## config.mk

```make
export PLATFORM = sky130hd
export DESIGN_NAME = i2c_slave_addr
export DESIGN_NICKNAME = d
export VERILOG_FILES = /design/src/i2c_slv_pkg.sv /design/src/i2c_link_if.sv /design/src/i2c_pin_sync.sv /design/src/i2c_cond_detect.sv /design/src/i2c_slave_addr.sv
export VERILOG_INCLUDE_DIRS = /design/src
export SDC_FILE = /design/constraint.sdc
export NUM_CORES = 1
export LEC_CHECK = 0
export ABC_AREA = 1
export BUFFER_PORTS_ARGS = -buffer_cell sky130_fd_sc_hd__buf_2
export CAP_MARGIN = 0
export CORE_ASPECT_RATIO = 0.7
export CORE_UTILIZATION = 56
export CTS_CLUSTER_DIAMETER = 30
export CTS_CLUSTER_SIZE = 12
export DETAILED_ROUTE_END_ITERATION = 6
export GPL_ROUTABILITY_DRIVEN = 1
export PLACE_DENSITY = 0.78
export SETUP_SLACK_MARGIN = 0.4
export SYNTH_ARGS = -nofsm -noshare
export SYNTH_HDL_FRONTEND = slang
export SYNTH_SLANG_ARGS = --single-unit
```

## constraint.sdc

```tcl
create_clock -name CLK -period 2.8 [get_ports CLK]
set_input_delay 0.28 -clock CLK [delete_from_list [all_inputs] [get_ports CLK]]
set_output_delay 0.28 -clock CLK [all_outputs]
set_load 0.05 [all_outputs]
```

## src/i2c_slv_consts.svh

```systemverilog
// register map, field positions and reset values of the i2c slave address unit
// Function
// RL1: stretch mode one: interrupts only after acknowledge
// RL2: master read: address and data flags together
// RL3: master write: first data flag after acked byte
// RL4: software must choose mode one for high speed
// RL5: idle until start, then receive and compare address
// RL6: mismatching address ignored, wait for next start
// RL7: matching address sets the address hit flag
// RL8: mode zero holds clock until flag cleared
// RL9: direction bit changes only on valid address
// RL10: collision bit set when addressed packet collided
// RL11: collision releases both lines, no interrupt raised
// RL12: collision handling follows address resolution arbitration
// RL13: flag clear releases clock, transfer continues by direction
`ifndef I2C_SLV_CONSTS_SVH
`define I2C_SLV_CONSTS_SVH

// apb byte offsets
`define OFS_CTRL 12'h000
`define OFS_OWN 12'h004
`define OFS_STATUS 12'h008
`define OFS_FLAGS 12'h00c
`define OFS_MASK 12'h010
`define OFS_DATA 12'h014

// primary_control_word fields
`define CTRL_EN 0
`define CTRL_STRETCH 1

// status fields
`define ST_DIR 0
`define ST_TRANSMIT_COLLISION_BIT 1
`define ST_HOLD 2

// interrupt_flag_word and mask fields
`define FL_AHIT 0
`define FL_DRDY 1
`define FL_STOP 2
`define FL_W 3

// reset values
`define RST_OWN 7'h00
`define RST_FLAGS 3'h0
`define RST_BYTE 8'h00

// bits per byte on the wire
`define BYTE_BITS 4'h8

`endif

```

## src/i2c_slv_pkg.sv

```systemverilog
// types shared by the i2c slave address unit
`default_nettype none
package i2c_slv_pkg;
  // gray codes along idle, address, ack, data, data ack
  typedef enum logic [2:0] {
    S_IDLE = 3'h0,
    S_ADDR = 3'h1,
    S_AACK = 3'h3,
    S_DATA = 3'h2,
    S_DACK = 3'h6
  } st_t;
endpackage
`default_nettype wire

```

## src/i2c_link_if.sv

```systemverilog
// synchronised bus levels and bus events between the slave modules
`timescale 1ns/1ps
`default_nettype none
interface i2c_link_if;
  logic scl;      // filtered scl level
  logic sda;      // filtered sda level
  logic scl_rise; // one-cycle pulse
  logic scl_fall; // one-cycle pulse
  logic start;    // sda falls while scl high
  logic stop;     // sda rises while scl high
  modport det (input scl, input sda, output scl_rise, output scl_fall, output start,
    output stop);
  modport mon (input scl, input sda, input scl_rise, input scl_fall, input start,
    input stop);
endinterface
`default_nettype wire

```

## src/i2c_pin_sync.sv

```systemverilog
// three-stage pin synchroniser with agreement filter
`timescale 1ns/1ps
`default_nettype none
module i2c_pin_sync (
  input wire logic clk,
  input wire logic rst,
  input wire logic pin,
  output logic level
);
  logic s1_q; // metastable stage, read only by s2_q
  logic s2_q;
  logic s3_q;
  logic lvl_q;

  // chain of three flops; idle bus reads high
  always_ff @(posedge clk or posedge rst) begin
    if (rst) begin
      s1_q <= 1'b1;
      s2_q <= 1'b1;
      s3_q <= 1'b1;
    end else begin
      s1_q <= pin;
      s2_q <= s1_q;
      s3_q <= s2_q;
    end
  end

  // a change counts only once stages two and three agree
  always_ff @(posedge clk or posedge rst) begin
    if (rst) begin
      lvl_q <= 1'b1;
    end else if (s2_q == s3_q) begin
      lvl_q <= s3_q;
    end
  end

  assign level = lvl_q;
endmodule
`default_nettype wire

```

## src/i2c_cond_detect.sv

```systemverilog
// edge, start and stop detection on filtered bus levels
`timescale 1ns/1ps
`default_nettype none
module i2c_cond_detect (
  input wire logic clk,
  input wire logic rst,
  i2c_link_if.det lk
);
  logic scl_q; // previous filtered scl
  logic sda_q; // previous filtered sda

  // remember last levels
  always_ff @(posedge clk or posedge rst) begin
    if (rst) begin
      scl_q <= 1'b1;
      sda_q <= 1'b1;
    end else begin
      scl_q <= lk.scl;
      sda_q <= lk.sda;
    end
  end

  assign lk.scl_rise = lk.scl & ~scl_q;
  assign lk.scl_fall = ~lk.scl & scl_q;
  // sda moving with scl high steady is a bus condition
  assign lk.start = lk.scl & scl_q & sda_q & ~lk.sda;
  assign lk.stop = lk.scl & scl_q & ~sda_q & lk.sda;
endmodule
`default_nettype wire

```

## src/i2c_slave_addr.sv

```systemverilog
// i2c slave address reception, clock stretching and apb register file
//
// The APB interface to the registers and the address map are this design's own decisions.
`timescale 1ns/1ps
`default_nettype none
`include "i2c_slv_consts.svh"
module i2c_slave_addr (
  input wire logic CLK,
  input wire logic RST,
  input wire logic PSEL,
  input wire logic PENABLE,
  input wire logic PWRITE,
  input wire logic [11:0] PADDR,
  input wire logic [31:0] PWDATA,
  output logic [31:0] PRDATA,
  output logic PREADY,
  output logic PSLVERR,
  input wire logic SCL_I,
  output logic SCL_O,
  output logic SCL_OE,
  input wire logic SDA_I,
  output logic SDA_O,
  output logic SDA_OE,
  output logic IRQ
);
  // software-visible state
  logic en_q;                  // slave enabled
  logic mode_q;                // clock_stretch_strategy
  logic [6:0] own_q;           // own bus address
  logic dir_q;                 // 1: master reads
  logic transmit_collision_bit_q;                // transmit_collision_bit
  logic [`FL_W-1:0] flag_q;    // interrupt_flag_word
  logic [`FL_W-1:0] mask_q;    // interrupt mask
  logic [7:0] tx_q;            // byte to send on master read
  logic [7:0] rx_q;            // last byte received
  logic [31:0] prdata_q;       // read data captured in setup
  logic slverr_q;              // unmapped address seen in setup

  // bus engine state
  i2c_slv_pkg::st_t st_q;      // engine state
  logic [3:0] cnt_q;           // bits clocked in this byte
  logic [7:0] sh_q;            // shift register, both directions
  logic stretch_q;             // allowed to hold scl while flags pend
  logic nack_q;                // master answered not-acknowledge

  // synchronised link
  i2c_link_if lk ();
  logic scl_s;
  logic sda_s;

  i2c_pin_sync u_scl_sync (
    .clk(CLK),
    .rst(RST),
    .pin(SCL_I),
    .level(scl_s)
  );

  i2c_pin_sync u_sda_sync (
    .clk(CLK),
    .rst(RST),
    .pin(SDA_I),
    .level(sda_s)
  );

  assign lk.scl = scl_s;
  assign lk.sda = sda_s;

  i2c_cond_detect u_det (
    .clk(CLK),
    .rst(RST),
    .lk(lk)
  );

  // apb strobes
  logic setup;    // first cycle of a transfer
  logic wr_acc;   // write access phase, takes effect here
  logic hit;      // address decodes to a register
  logic [31:0] rd_mux;

  assign setup = PSEL & ~PENABLE;
  assign wr_acc = PSEL & PENABLE & PWRITE;

  // read mux and decode
  always_comb begin
    rd_mux = 32'h0;
    hit = 1'b1;
    if (PADDR == `OFS_CTRL) begin
      rd_mux[`CTRL_EN] = en_q;
      rd_mux[`CTRL_STRETCH] = mode_q;
    end else if (PADDR == `OFS_OWN) begin
      rd_mux[6:0] = own_q;
    end else if (PADDR == `OFS_STATUS) begin
      rd_mux[`ST_DIR] = dir_q;
      rd_mux[`ST_TRANSMIT_COLLISION_BIT] = transmit_collision_bit_q;
      rd_mux[`ST_HOLD] = SCL_OE;
    end else if (PADDR == `OFS_FLAGS) begin
      rd_mux[`FL_W-1:0] = flag_q;
    end else if (PADDR == `OFS_MASK) begin
      rd_mux[`FL_W-1:0] = mask_q;
    end else if (PADDR == `OFS_DATA) begin
      rd_mux[7:0] = rx_q;
    end else begin
      // unmapped: reads zero, error answer
      hit = 1'b0;
    end
  end

  // read data registered in setup so prdata comes from a flop;
  // costs nothing since access phase always ends in one cycle
  always_ff @(posedge CLK or posedge RST) begin
    if (RST) begin
      prdata_q <= 32'h0;
      slverr_q <= 1'b0;
    end else if (setup) begin
      prdata_q <= PWRITE ? 32'h0 : rd_mux;
      slverr_q <= ~hit;
    end
  end

  assign PRDATA = prdata_q;
  assign PSLVERR = slverr_q;
  assign PREADY = PSEL & PENABLE;

  // control, address, mask and tx byte writes
  always_ff @(posedge CLK or posedge RST) begin
    if (RST) begin
      en_q <= 1'b0;
      mode_q <= 1'b0;
      own_q <= `RST_OWN;
      mask_q <= `RST_FLAGS;
      tx_q <= `RST_BYTE;
    end else if (wr_acc) begin
      if (PADDR == `OFS_CTRL) begin
        en_q <= PWDATA[`CTRL_EN];
        // high speed needs mode one; software's choice, not checked
        // RL4 mode chosen here
        mode_q <= PWDATA[`CTRL_STRETCH];
      end else if (PADDR == `OFS_OWN) begin
        own_q <= PWDATA[6:0];
      end else if (PADDR == `OFS_MASK) begin
        mask_q <= PWDATA[`FL_W-1:0];
      end else if (PADDR == `OFS_DATA) begin
        tx_q <= PWDATA[7:0];
      end
    end
  end

  // bus event decode
  logic byte_done;  // eighth bit clocked and scl low again
  logic addr_ok;    // received address is ours
  logic e_match0;   // mode zero match, before ack
  logic e_match1;   // mode one match, after ack
  logic e_drdy;     // data flag event
  logic e_transmit_collision_bit;     // we released sda but it read low
  logic e_stop;     // stop ends our transfer
  logic hold_busy;  // flags that keep the clock held
  logic [`FL_W-1:0] fl_set;
  logic [`FL_W-1:0] fl_clr;

  assign byte_done = (cnt_q == `BYTE_BITS) & lk.scl_fall;
  assign addr_ok = (sh_q[7:1] == own_q);
  assign e_match0 = (st_q == i2c_slv_pkg::S_ADDR) & byte_done & addr_ok & ~mode_q;
  assign e_match1 = (st_q == i2c_slv_pkg::S_AACK) & lk.scl_fall & mode_q;
  // master read in mode one: data flag joins the address flag;
  // later data flags come after every acknowledged byte
  assign e_drdy = (e_match1 & dir_q) |
    ((st_q == i2c_slv_pkg::S_DACK) & lk.scl_fall & ~(dir_q & nack_q));
  assign e_transmit_collision_bit = (st_q == i2c_slv_pkg::S_DATA) & dir_q & lk.scl_rise & sh_q[7] & ~lk.sda;
  assign e_stop = lk.stop & (st_q != i2c_slv_pkg::S_IDLE);
  assign hold_busy = flag_q[`FL_AHIT] | flag_q[`FL_DRDY];

  // RL7 address hit sets flag
  assign fl_set = {e_stop, e_drdy, e_match0 | e_match1};
  assign fl_clr = (wr_acc && PADDR == `OFS_FLAGS) ? PWDATA[`FL_W-1:0] : `RST_FLAGS;

  // sticky flags; write one clears, a same-cycle event wins
  always_ff @(posedge CLK or posedge RST) begin
    if (RST) begin
      flag_q <= `RST_FLAGS;
    end else begin
      flag_q <= (flag_q & ~fl_clr) | fl_set;
    end
  end

  // one level interrupt from unmasked flags
  assign IRQ = |(flag_q & mask_q);

  // direction and collision status
  always_ff @(posedge CLK or posedge RST) begin
    if (RST) begin
      dir_q <= 1'b0;
      transmit_collision_bit_q <= 1'b0;
    end else begin
      // RL9 direction only on valid address
      if ((st_q == i2c_slv_pkg::S_ADDR) && byte_done && addr_ok) begin
        dir_q <= sh_q[0];
      end
      // RL10 collision sticks until written one
      if (e_transmit_collision_bit) begin
        transmit_collision_bit_q <= 1'b1;
      end else if (wr_acc && PADDR == `OFS_STATUS && PWDATA[`ST_TRANSMIT_COLLISION_BIT]) begin
        transmit_collision_bit_q <= 1'b0;
      end
    end
  end

  // bus engine
  always_ff @(posedge CLK or posedge RST) begin
    if (RST) begin
      st_q <= i2c_slv_pkg::S_IDLE;
      cnt_q <= 4'h0;
      sh_q <= `RST_BYTE;
      stretch_q <= 1'b0;
      nack_q <= 1'b0;
      rx_q <= `RST_BYTE;
    end else if (!en_q || lk.stop) begin
      // disabled or stop: back to idle, end stretch, release lines
      st_q <= i2c_slv_pkg::S_IDLE;
      stretch_q <= 1'b0;
    end else if (lk.start) begin
      // RL5 start, repeated or not, begins address
      st_q <= i2c_slv_pkg::S_ADDR;
      cnt_q <= 4'h0;
      stretch_q <= 1'b0;
    end else begin
      // RL13 cleared flags release the clock
      if (stretch_q && !hold_busy) begin
        stretch_q <= 1'b0;
      end
      // reload tx byte while held, so late data writes still count
      if (stretch_q && dir_q && st_q == i2c_slv_pkg::S_DATA) begin
        sh_q <= tx_q;
      end
      case (st_q)
        i2c_slv_pkg::S_IDLE: begin
          cnt_q <= 4'h0;
        end
        i2c_slv_pkg::S_ADDR: begin
          if (lk.scl_rise) begin
            sh_q <= {sh_q[6:0], lk.sda};
            cnt_q <= cnt_q + 4'h1;
          end else if (byte_done) begin
            if (addr_ok) begin
              // RL8 mode zero holds scl from here
              st_q <= i2c_slv_pkg::S_AACK;
              stretch_q <= ~mode_q;
            end else begin
              // RL6 not ours, wait for start
              st_q <= i2c_slv_pkg::S_IDLE;
            end
          end
        end
        i2c_slv_pkg::S_AACK: begin
          if (lk.scl_fall) begin
            // RL1 mode one holds only after ack
            st_q <= i2c_slv_pkg::S_DATA;
            cnt_q <= 4'h0;
            sh_q <= tx_q;
            stretch_q <= mode_q;
          end
        end
        i2c_slv_pkg::S_DATA: begin
          if (e_transmit_collision_bit) begin
            // RL11 lost arbitration: release silently
            // RL12 back off until next start
            st_q <= i2c_slv_pkg::S_IDLE;
            stretch_q <= 1'b0;
          end else if (lk.scl_rise) begin
            cnt_q <= cnt_q + 4'h1;
            if (!dir_q) begin
              sh_q <= {sh_q[6:0], lk.sda};
            end
          end else if (byte_done) begin
            st_q <= i2c_slv_pkg::S_DACK;
          end else if (lk.scl_fall && dir_q) begin
            // next bit onto the wire
            sh_q <= {sh_q[6:0], 1'b1};
          end
        end
        i2c_slv_pkg::S_DACK: begin
          if (lk.scl_rise) begin
            nack_q <= lk.sda;
          end else if (lk.scl_fall) begin
            cnt_q <= 4'h0;
            if (dir_q && nack_q) begin
              // master ends its read
              st_q <= i2c_slv_pkg::S_IDLE;
            end else begin
              // RL3 data flag after ack sent
              st_q <= i2c_slv_pkg::S_DATA;
              stretch_q <= 1'b1;
              if (!dir_q) begin
                rx_q <= sh_q;
              end
            end
          end
        end
        default: begin
          st_q <= i2c_slv_pkg::S_IDLE;
        end
      endcase
    end
  end

  // open-drain drives: output level always low, enables pull
  assign SCL_O = 1'b0;
  assign SDA_O = 1'b0;
  // RL8 no timeout on the hold
  assign SCL_OE = stretch_q & hold_busy;
  // ack low in address ack, on write data ack, and zero tx bits
  assign SDA_OE = (st_q == i2c_slv_pkg::S_AACK) |
    ((st_q == i2c_slv_pkg::S_DACK) & ~dir_q) |
    ((st_q == i2c_slv_pkg::S_DATA) & dir_q & ~sh_q[7] & (cnt_q != `BYTE_BITS));
endmodule
`default_nettype wire

```

==> impl_metrics.yaml, run 1 <==
layout:
  area.growth.synth_to_final_pct: 9.29
  design.final.nets: 705
  antenna_cells_inserted: 0
  stdcell_area_sq_mm: 0.00483
  share_of_layout_cells_above_drive_strength_1: 0.184
  finalNonFillerCells: 755
synth:
  synth.top_cells.by_area: "sky130_fd_sc_hd__dfrtp_1, sky130_fd_sc_hd__nand2_1, sky130_fd_sc_hd__o21ai_0"
  synth-edff-count: 0
  synth_top_cells_by_count: "sky130_fd_sc_hd__nand2_1, sky130_fd_sc_hd__inv_1, sky130_fd_sc_hd__o21ai_0"
  synth-warning-count: 0
  proportion_of_synthesized_flip_flops_having_asynchronous_set_or_reset: 1.00
  postSynthRegisterBits: 69
  synth_top_area_frac: 0.334
  syn_avg_cell_area_sq_um: 7.27
  synth_ff_type: "sky130_fd_sc_hd__dfrtp_1"
  synth.yosys.seq_area_share: 0.394
  postSynthCellCount: 608
  post_synthesis_cell_area_sq_mm: 0.00442
  synthDistinctLibCells: 40
  post-synth-top-count-cell: "sky130_fd_sc_hd__nand2_1"
  synth.largest_area_cell: "sky130_fd_sc_hd__dfrtp_1"
sta:
  max_slew_violations: 0
  finalHoldViolCount: 6
  maxClockFrequency_ghz: 0.452
  slew-limit-headroom: 0.395
  min_period_ns: 2.21
  final.setup_skew_ns: 0.0120
  totalNegativeSetupSlack_ns: 0
  setup_viol_count_final: 0
  unrepaired_setup_endpoints_after_global_routing: "false"
  worst_slew_pin_slew_ns: 0.898
  final.period_utilization: 0.790
  worst_hold_slack_ns: -0.00306
grt:
  met1_usage: 0.417
  grt_first_pass_wirelength_microns: 18600
  grt_use_total: 0.291
  number_of_antenna_violations_at_the_first_check_in_global_routing: 0
  groute.layer.met3.usage: 0.0727
  gr-usage-met2: 0.432
  number_of_global_route_vias_before_repair: 3907
  maximum_number_of_pins_on_one_net_before_global_route_repair: 29
  residual_overflow_from_global_routing: 0
  grt.busiest_layer: "met2"
route:
  detail_route.iter0.violations: 398
  finalWirelength_microns: 11300
  postRouteAntennaNets: 0
  firstDrtPassIters: 6
  wl_per_cell_microns: 14.9
  vias_per_cell: 5.50
  vias: 4156
  remaining_drc_errors: 0
placement:
  place_hpwl_microns: 8550
  placement.cell_area_sq_mm: 0.00460
  dp.cells: 739
  gpl.final_weighted_congestion: 0.948
  place.port_buffers: 39
worst_setup_path:
  critical_path_required_ns: 2.52
  critical_path.endpoint_type: "output pin"
  critical-path-slowest-cell: "sky130_fd_sc_hd__dfrtp_1"
  cp_slowest_stage_delay_ns: 0.45
  crit_buf_inv: 3
  worst_ep_arrival_time_ns: 1.93
  setup.worst_path.start_class: "flop"
  crit_chain: "inv_2 -> nand2_4 -> nor2_2 -> inv_1 -> o211ai_1 -> buf_2"
  worstSetupPathType: "flop to output pin"
  crit_family: "buffers and inverters"
  critPathMaxFanout: 6
clocking:
  clockBufferDepth: 2
  tritoncts.num_buffers: 9
  postCtsHoldBufs: 0
  h-tree-depth: 3
  path_clk_slew_ns: 0.08
  cts_root_buffer: "sky130_fd_sc_hd__clkbuf_8"
  clock_latency_ns: 0.35
  tritoncts: "done"
  clock_sink_count: 69
die:
  core_sq_mm: 0.00745
  placement_rows: 26
  die_height_microns: 76.3
  initial_utilization: 0.593
  floorplan.die.width_microns: 108
  overall_die_area_sq_mm: 0.00826
  ios: 90
status:
  outcome: "finished with violations"
  violations: "hold timing"
flow_run:
  max_cap_violations: 0
pwr:
  peakVddDrop_mv: 0.406
  power_per_cell_area_mw_per_mm2: 451
  p_leak_nw: 2.53
hold_path:
  class_of_the_tightest_hold_or_removal_check: "primary input to async pin"
-- power breakdown --
group          internal (W)  leakage [nW]  switching (W)
combinational     0.0000421          1.58       0.000183
clock              0.000524         0.112       0.000403
sequential          0.00102         0.837      0.0000105
total               0.00158          2.53       0.000597
-- routing by layer --
metal  vias up  share of wire
li1       1998              -
met1      1961           0.46
met2       179           0.44
met3        18          0.085
met4         0          0.015
met5         -              0
-- cell type report --
cell class	count	area, sq um
inverters	76	285
multi-input cells	452	2220
clock buffers	10	138
well taps	98	123
clock inverters	6	86.3
repair buffers	44	233
fillers	685	2620
flip-flops and latches	69	1740
-- final timing paths --
path                            cells after the start  slack, ns              from               to
worst min register to register                      0       0.36   u_sda_sync.s2_q  u_sda_sync.s3_q
worst max register to register                     10       0.81  u_sda_sync.level          st_q[2]
min in group CLK                                    1       0.03             SCL_I  u_scl_sync.s1_q
max in group asynchronous                           3       2.04               RST  u_sda_sync.s2_q
worst min-delay path                                2     -0.003               RST        flag_q[1]
worst max-delay path                                6       0.59           st_q[0]           SDA_OE
-- metrics by stage --
stage | worst slack [ns] | util | total power [W] | hold slack, ns
2_1_floorplan | 0.797 | - | 0.00124 | 0.284
5_1_grt | 0.486 | 0.648 | 0.00226 | 0.00432
3_3_place_gp | 0.874 | 0.618 | 0.00126 | 0.349
6_report | 0.589 | 0.648 | 0.00218 | -0.00306
3_5_place_dp | 0.802 | 0.618 | 0.00127 | 0.347
4_1_cts | 0.542 | 0.648 | 0.00220 | 0.00457
-- registers in the layout, indices dropped and copies added (netlist names), 3 cells and up --
name / count
cnt_q: 4
sh_q: 8
st_q: 3
PRDATA: 8
rx_q: 8
mask_q: 3
tx_q: 8
own_q: 7
flag_q: 3
-- repair_timing --
| item | CTS | global route |
|---|---|---|
| setup endpoints to repair | 0 | 1 |
| hold endpoints to repair | 0 | 0 |
| setup buffers | 0 | 0 |
| gates resized for setup | 0 | 1 |
-- cells by family (layout without fill, tap and decap cells) --
logic type / after synthesis / after routing / synth area share
AO/OA/AOI/OAI: 126 / 126 / 0.162
XOR/XNOR: 6 / 6 / 0.0119
adder cells (fa/ha/maj): 4 / 4 / 0.0102
buffers and inverters: 112 / 136 / 0.124
flip-flops: 69 / 69 / 0.394
other: 1 / 26 / 0.000849
AND/OR/NAND/NOR: 290 / 290 / 0.297
-- layout by cell type (no fill, tap or decap), types with 4 or more instances in the layout --
cell type and n:
sky130_fd_sc_hd__nand4_1 5, sky130_fd_sc_hd__nand2_2 11, sky130_fd_sc_hd__o21ai_2 13, sky130_fd_sc_hd__buf_4 5
sky130_fd_sc_hd__inv_2 7, sky130_fd_sc_hd__dfrtp_1 58, sky130_fd_sc_hd__dfstp_2 10, sky130_fd_sc_hd__buf_2 39
sky130_fd_sc_hd__nand3_1 42, sky130_fd_sc_hd__nor2_4 5, sky130_fd_sc_hd__nand2_1 170, sky130_fd_sc_hd__conb_1 26
sky130_fd_sc_hd__clkbuf_8 10, sky130_fd_sc_hd__nor2_1 41, sky130_fd_sc_hd__a31oi_1 4, sky130_fd_sc_hd__o21ai_1 10
sky130_fd_sc_hd__a21oi_1 26, sky130_fd_sc_hd__o21ai_0 66, sky130_fd_sc_hd__inv_1 68
Power figures use the tool's default switching activity.
==> inputs of run 2 (changes only) <==
Clock period 2.8 ns to 2.3 ns, I/O delays scaled along.
==> impl_metrics.yaml, run 2 (synthesis gave the netlist of run 1 again) <==
status:
  outcome: "complete, no violations"
die:
  core_sq_mm: 0.00745
  initial_utilization: 0.593
  floorplan.die.width_microns: 108
  overall_die_area_sq_mm: 0.00826
  die_height_microns: 76.3
  placement_rows: 26
  ios: 90
grt:
  grt_use_total: 0.302
  number_of_global_route_vias_before_repair: 3986
  grt_first_pass_wirelength_microns: 19000
  number_of_antenna_violations_at_the_first_check_in_global_routing: 0
  maximum_number_of_pins_on_one_net_before_global_route_repair: 70
  residual_overflow_from_global_routing: 0
worst_setup_path:
  crit_family: "flip-flops"
  cp_slowest_stage_delay_ns: 0.39
  crit_buf_inv: 2
  crit_chain: "inv_2 -> ha_4 -> nand2_4 -> nor2_4 -> nor3_4 -> nand2_1 -> o211ai_1 -> buf_4"
  worst_ep_arrival_time_ns: 1.67
  critical_path_required_ns: 2.07
  timing.reg2reg.worst_path_depth: 5
  critical_path.endpoint_type: "output pin"
  critPathMaxFanout: 2
  critical_path_stages: 8
  critical-path-slowest-cell: "sky130_fd_sc_hd__dfrtp_1"
  worstSetupPathType: "flop to output pin"
  setup.worst_path.start_class: "flop"
sta:
  final.period_utilization: 0.825
  totalNegativeSetupSlack_ns: 0
  max_slew_violations: 0
  min_period_ns: 1.90
  finalHoldViolCount: 0
  maxClockFrequency_ghz: 0.527
  setup_viol_count_final: 0
  final.setup_skew_ns: 0.0137
  unrepaired_setup_endpoints_after_global_routing: "true"
layout:
  stdcell_area_sq_mm: 0.00510
  design.final.nets: 724
  layout.cells.most_common: "sky130_fd_sc_hd__nand2_1"
  multiInputGateArea_sq_mm: 0.00234
  area.growth.synth_to_final_pct: 15.4
  most-common-layout-cells: "sky130_fd_sc_hd__nand2_1, sky130_fd_sc_hd__inv_1, sky130_fd_sc_hd__o21ai_0, sky130_fd_sc_hd__dfrtp_1, sky130_fd_sc_hd__nand3_1"
  sequential_cell_area_sq_mm: 0.00174
  antenna_cells_inserted: 0
  share_of_layout_cells_above_drive_strength_1: 0.228
  n_fill_cell: 670
clocking:
  clockBufferDepth: 2
  cts_root_buffer: "sky130_fd_sc_hd__clkbuf_8"
  path_clk_slew_ns: 0.08
  h-tree-depth: 3
  tritoncts.num_buffers: 9
  clock_latency_ns: 0.37
  clock_sink_count: 69
  tritoncts: "done"
hold_path:
  class_of_the_tightest_hold_or_removal_check: "primary input to flop"
  worst_hold_path.num_cells: 3
route:
  firstDrtPassIters: 6
  vias_per_cell: 5.55
  finalWirelength_microns: 11900
  vias: 4299
  postRouteAntennaNets: 0
  wl_per_cell_microns: 15.3
  remaining_drc_errors: 0
  detail_route.iter0.violations: 417
placement:
  place.port_buffers: 39
  gpl.final_weighted_congestion: 0.938
  place_hpwl_microns: 8360
  placement.cell_area_sq_mm: 0.00462
pwr:
  power.switching_w: 0.000778
  comb_power_share: 0.111
  intPower_w: 0.00181
  clock_power_frac: 0.403
  swShare: 0.301
  totalPowerFinal_w: 0.00259
  peakVddDrop_mv: 0.569
  p_leak_nw: 2.60
  power_per_cell_area_mw_per_mm2: 507
  power.share.sequential: 0.485
flow_run:
  max_cap_violations: 0
[run 2: cell count changes in the layout (fill, tap and decap cells not counted), moves of 3 or more]
cell	before	now
sky130_fd_sc_hd__buf_4	5	21
sky130_fd_sc_hd__dfrtp_1	58	55
sky130_fd_sc_hd__dfrtp_2	1	4
sky130_fd_sc_hd__dlygate4sd3_1	0	3
sky130_fd_sc_hd__inv_1	68	65
sky130_fd_sc_hd__nand2_1	170	167
sky130_fd_sc_hd__nor2_1	41	37
sky130_fd_sc_hd__nor2_4	5	9
[run 2: final timing paths]
kind	startpoint	endpoint	slack, ns
setup / recovery	cnt_q[0]	SDA_OE	0.40
max in group asynchronous	RST	u_det.scl_q	1.48
min in group asynchronous	RST	mask_q[2]	0.50
setup reg to reg	u_det.scl_q	rx_q[3]	0.50
hold reg to reg	u_sda_sync.s1_q	u_sda_sync.s2_q	0.36
hold / removal	PWDATA[7]	tx_q[7]	0.08
[run 2: power by group through the flow]
stage                     registers (W)  clock network, W  logic, W
after floorplan                 0.00128                 0  0.000229
after global placement          0.00127                 0  0.000266
after detailed placement        0.00128                 0  0.000272
after CTS                       0.00125           0.00105  0.000276
after global routing            0.00126           0.00110  0.000313
final                           0.00126           0.00104  0.000288
[run 2: area by class of cell]
class / count / share of cell area
timing repair buffer: 63 / 0.0780
sequential: 69 / 0.342
clock buffer: 10 / 0.0250
inverter: 76 / 0.0579
tap: 98 / 0.0240
clock inverter: 6 / 0.0142
multi-input combinational: 452 / 0.459
[run 2: tightest hold or removal path, delay by kind of cell]
kind | cells | cell delay, ns
buffers and inverters | 1 | 0.08
AO/OA/AOI/OAI | 1 | 0.06
AND/OR/NAND/NOR | 1 | 0.04
[run 2: metrics by stage]
| step | utilization | cells | hold WS (ns) | worst slack (ns) |
|---|---|---|---|---|
| after global routing | 0.685 | 774 | 0.0844 | 0.339 |
| after CTS | 0.658 | 763 | 0.0667 | 0.361 |
| after global placement | 0.620 | 739 | 0.340 | 0.446 |
| after floorplan | - | 633 | 0.234 | 0.445 |
| after detailed placement | 0.620 | 739 | 0.341 | 0.341 |
| final | 0.685 | 774 | 0.0751 | 0.401 |
[run 2: what timing repair did]
item,CTS,global route
hold endpoints to repair,61,0
gates resized for setup,7,28
buffers inserted,5,11
gates cloned,0,0
endpoints found under the setup margin,4,15
pin swaps,1,5
hold buffers,3,0
[run 2: routing by layer]
| layer | up-vias | part of all wire | global-route usage |
|---|---|---|---|
| met3 | 22 | 0.085 | 0.100 |
| met2 | 213 | 0.46 | 0.459 |
| met5 | - | 0 | 0 |
| li1 | 2035 | - | - |
| met1 | 2029 | 0.44 | 0.402 |
| met4 | 0 | 0.015 | 0.103 |
==> inputs of run 3 (changes only) <==
Settings changed: ABC_AREA 1 to 0, CORE_UTILIZATION 56 to 49, PLACE_DENSITY 0.78 to 0.73.
Clock period 2.3 ns to 1.6 ns, I/O delays scaled along.
==> impl_metrics.yaml, run 3 <==
worst_setup_path:
  critical-path-slowest-cell: "sky130_fd_sc_hd__dfrtp_2"
  worstSetupPathType: "flop to flop"
  crit_buf_inv: 2
  setup.worst_path.start_class: "flop"
  cp_slowest_stage_delay_ns: 0.43
  crit_chain: "buf_6 -> nor3b_4 -> nand3_1 -> o2bb2ai_1 -> buf_4 -> a22oi_2 -> o21ai_1"
  critical_path.endpoint_type: "flop"
  crit_family: "compound AO/OA/AOI/OAI gates"
  critPathMaxFanout: 10
  worst_ep_arrival_time_ns: 2.20
  critical_path_required_ns: 1.85
placement:
  placement.cell_area_sq_mm: 0.00510
  gpl.final_weighted_congestion: 0.934
  dp.cells: 592
  place.port_buffers: 39
  pre_cts_setup_slack_ns: -0.355
  place_hpwl_microns: 8340
sta:
  min_period_ns: 1.95
  finalHoldViolCount: 0
  final.setup_skew_ns: 0.00664
  setup_viol_count_final: 27
  maxClockFrequency_ghz: 0.513
  final.period_utilization: 1.22
  post-route-worst-setup-slack_ns: -0.351
  worst_hold_slack_ns: 0.0536
  unrepaired_setup_endpoints_after_global_routing: "true"
  max_slew_violations: 0
  totalNegativeSetupSlack_ns: -6.02
die:
  ios: 90
  placement_rows: 26
  core_sq_mm: 0.00755
  initial_utilization: 0.521
  overall_die_area_sq_mm: 0.00840
  die_height_microns: 77.0
  floorplan.die.width_microns: 109
clocking:
  clock_latency_ns: 0.34
  tritoncts: "done"
  h-tree-depth: 3
  clock_sink_count: 69
  tritoncts.num_buffers: 9
  path_clk_slew_ns: 0.06
  cts_root_buffer: "sky130_fd_sc_hd__clkbuf_16"
  clockBufferDepth: 2
synth:
  post-synth-top-count-cell: "sky130_fd_sc_hd__dfrtp_1"
  synth-simple-area-share: 0.183
  proportion_of_synthesized_flip_flops_having_asynchronous_set_or_reset: 1.00
  postSynthRegisterBits: 69
  synth_xor_area_frac: 0.0223
  synth_top_area_frac: 0.375
  synth_ff_type: "sky130_fd_sc_hd__dfrtp_1"
  synth.top_cells.by_area: "sky130_fd_sc_hd__dfrtp_1, sky130_fd_sc_hd__mux2_2, sky130_fd_sc_hd__dfstp_2"
  synth-adder-area-share: 0.0114
  synth_top_cells_by_count: "sky130_fd_sc_hd__dfrtp_1, sky130_fd_sc_hd__nand2_1, sky130_fd_sc_hd__buf_4"
  synth.largest_area_cell: "sky130_fd_sc_hd__dfrtp_1"
  synth.mux.area_fraction: 0.107
  postSynthCellCount: 380
  synth-warning-count: 0
  synth-edff-count: 0
  synthDistinctLibCells: 69
  synth_top_family_by_area: "simple AND/OR/NAND/NOR gates"
  syn_avg_cell_area_sq_um: 10.4
  post_synthesis_cell_area_sq_mm: 0.00394
  synth-compound-area-share: 0.156
  synth.yosys.seq_area_share: 0.442
layout:
  most-common-layout-cells: "sky130_fd_sc_hd__buf_4, sky130_fd_sc_hd__dfrtp_1, sky130_fd_sc_hd__buf_2, sky130_fd_sc_hd__mux2_4, sky130_fd_sc_hd__nand2_1"
  design.final.nets: 595
  antenna_cells_inserted: 0
  layout.cells.most_common: "sky130_fd_sc_hd__buf_4"
  area.growth.synth_to_final_pct: 54.7
  stdcell_area_sq_mm: 0.00609
  finalNonFillerCells: 645
  share_of_layout_cells_above_drive_strength_1: 0.543
status:
  violations: "setup timing"
  outcome: "finished with violations"
pwr:
  p_leak_nw: 2.93
  power_per_cell_area_mw_per_mm2: 707
  peakVddDrop_mv: 0.963
flow_run:
  max_cap_violations: 0
grt:
  number_of_antenna_violations_at_the_first_check_in_global_routing: 0
  grt_first_pass_wirelength_microns: 19100
  residual_overflow_from_global_routing: 0
  maximum_number_of_pins_on_one_net_before_global_route_repair: 70
  number_of_global_route_vias_before_repair: 3659
  grt_use_total: 0.306
route:
  vias_per_cell: 5.77
  postRouteAntennaNets: 0
  wl_per_cell_microns: 19.5
  detail_route.iter0.violations: 314
  vias: 3723
  remaining_drc_errors: 0
  firstDrtPassIters: 6
  finalWirelength_microns: 12600
hold_path:
  class_of_the_tightest_hold_or_removal_check: "primary input to flop"
-- run 3: cell families (layout without fill, tap and decap cells) --
group	Yosys count	count (layout)
muxes	38	38
other	1	26
and+or+nand+nor	126	126
adders and majority gates	4	4
AOI/OAI and AO/OA	82	82
buffers and inverters	50	192
DFF	69	69
xor gates and xnor gates	10	10
-- run 3: cell type report --
class | count | area, sq um
Multi-Input combinational cell | 286 | 2530
Sequential cell | 69 | 1740
Fill cell | 405 | 1460
Timing Repair Buffer | 167 | 1360
Clock buffer | 11 | 233
Tap cell | 98 | 123
Clock inverter | 5 | 60.1
Inverter | 9 | 42.5
-- run 3: report_power, final --
part / leakage [nW] / total [W] / switching [W] / internal [W]
sequential: 0.912 / 0.00180 / 0.0000179 / 0.00178
clock: 0.140 / 0.00198 / 0.000766 / 0.00121
combinational: 1.88 / 0.000528 / 0.000348 / 0.000180
-- run 3: repair_timing --
item / CTS / global route
hold buffers: 3 / 0
endpoints found under the setup margin: 60 / 61
pin swaps: 32 / 27
endpoints found under the hold margin: 61 / 0
gates resized for setup: 56 / 40
setup buffers: 24 / 10
-- run 3: worst paths after layout --
path                                       from  slack [ns]  cells after the start               to
worst min register to register  u_scl_sync.s1_q        0.36                      0  u_scl_sync.s2_q
worst max-delay path                    st_q[1]       -0.35                      7          sh_q[1]
min in group asynchronous                   RST        0.48                      4          rx_q[3]
worst min-delay path                  PWDATA[7]        0.05                      2          tx_q[7]
worst max register to register          st_q[1]       -0.35                      7          sh_q[1]
max in group asynchronous                   RST        0.79                      4      u_det.scl_q
-- run 3: through the flow --
stage | power, W | util
5_1_grt | 0.00442 | 0.807
3_5_place_dp | 0.00228 | 0.676
3_3_place_gp | 0.00228 | 0.676
4_1_cts | 0.00429 | 0.774
6_report | 0.00431 | 0.807
2_1_floorplan | 0.00217 | -
-- run 3: worst register-to-register path: cells and delay by family (launching register included) --
family,cells,cell delay (ns)
flops,1,0.43
buf+inv,2,0.42
compound gates,3,0.52
simple gates,2,0.50
-- run 3: layer usage --
layer  up-vias  track usage  share of wire
met5         -            0              0
met4         0        0.112          0.022
met3        26       0.0791          0.072
met2       168        0.463           0.48
met1      1877        0.421           0.43
li1       1652            -              -
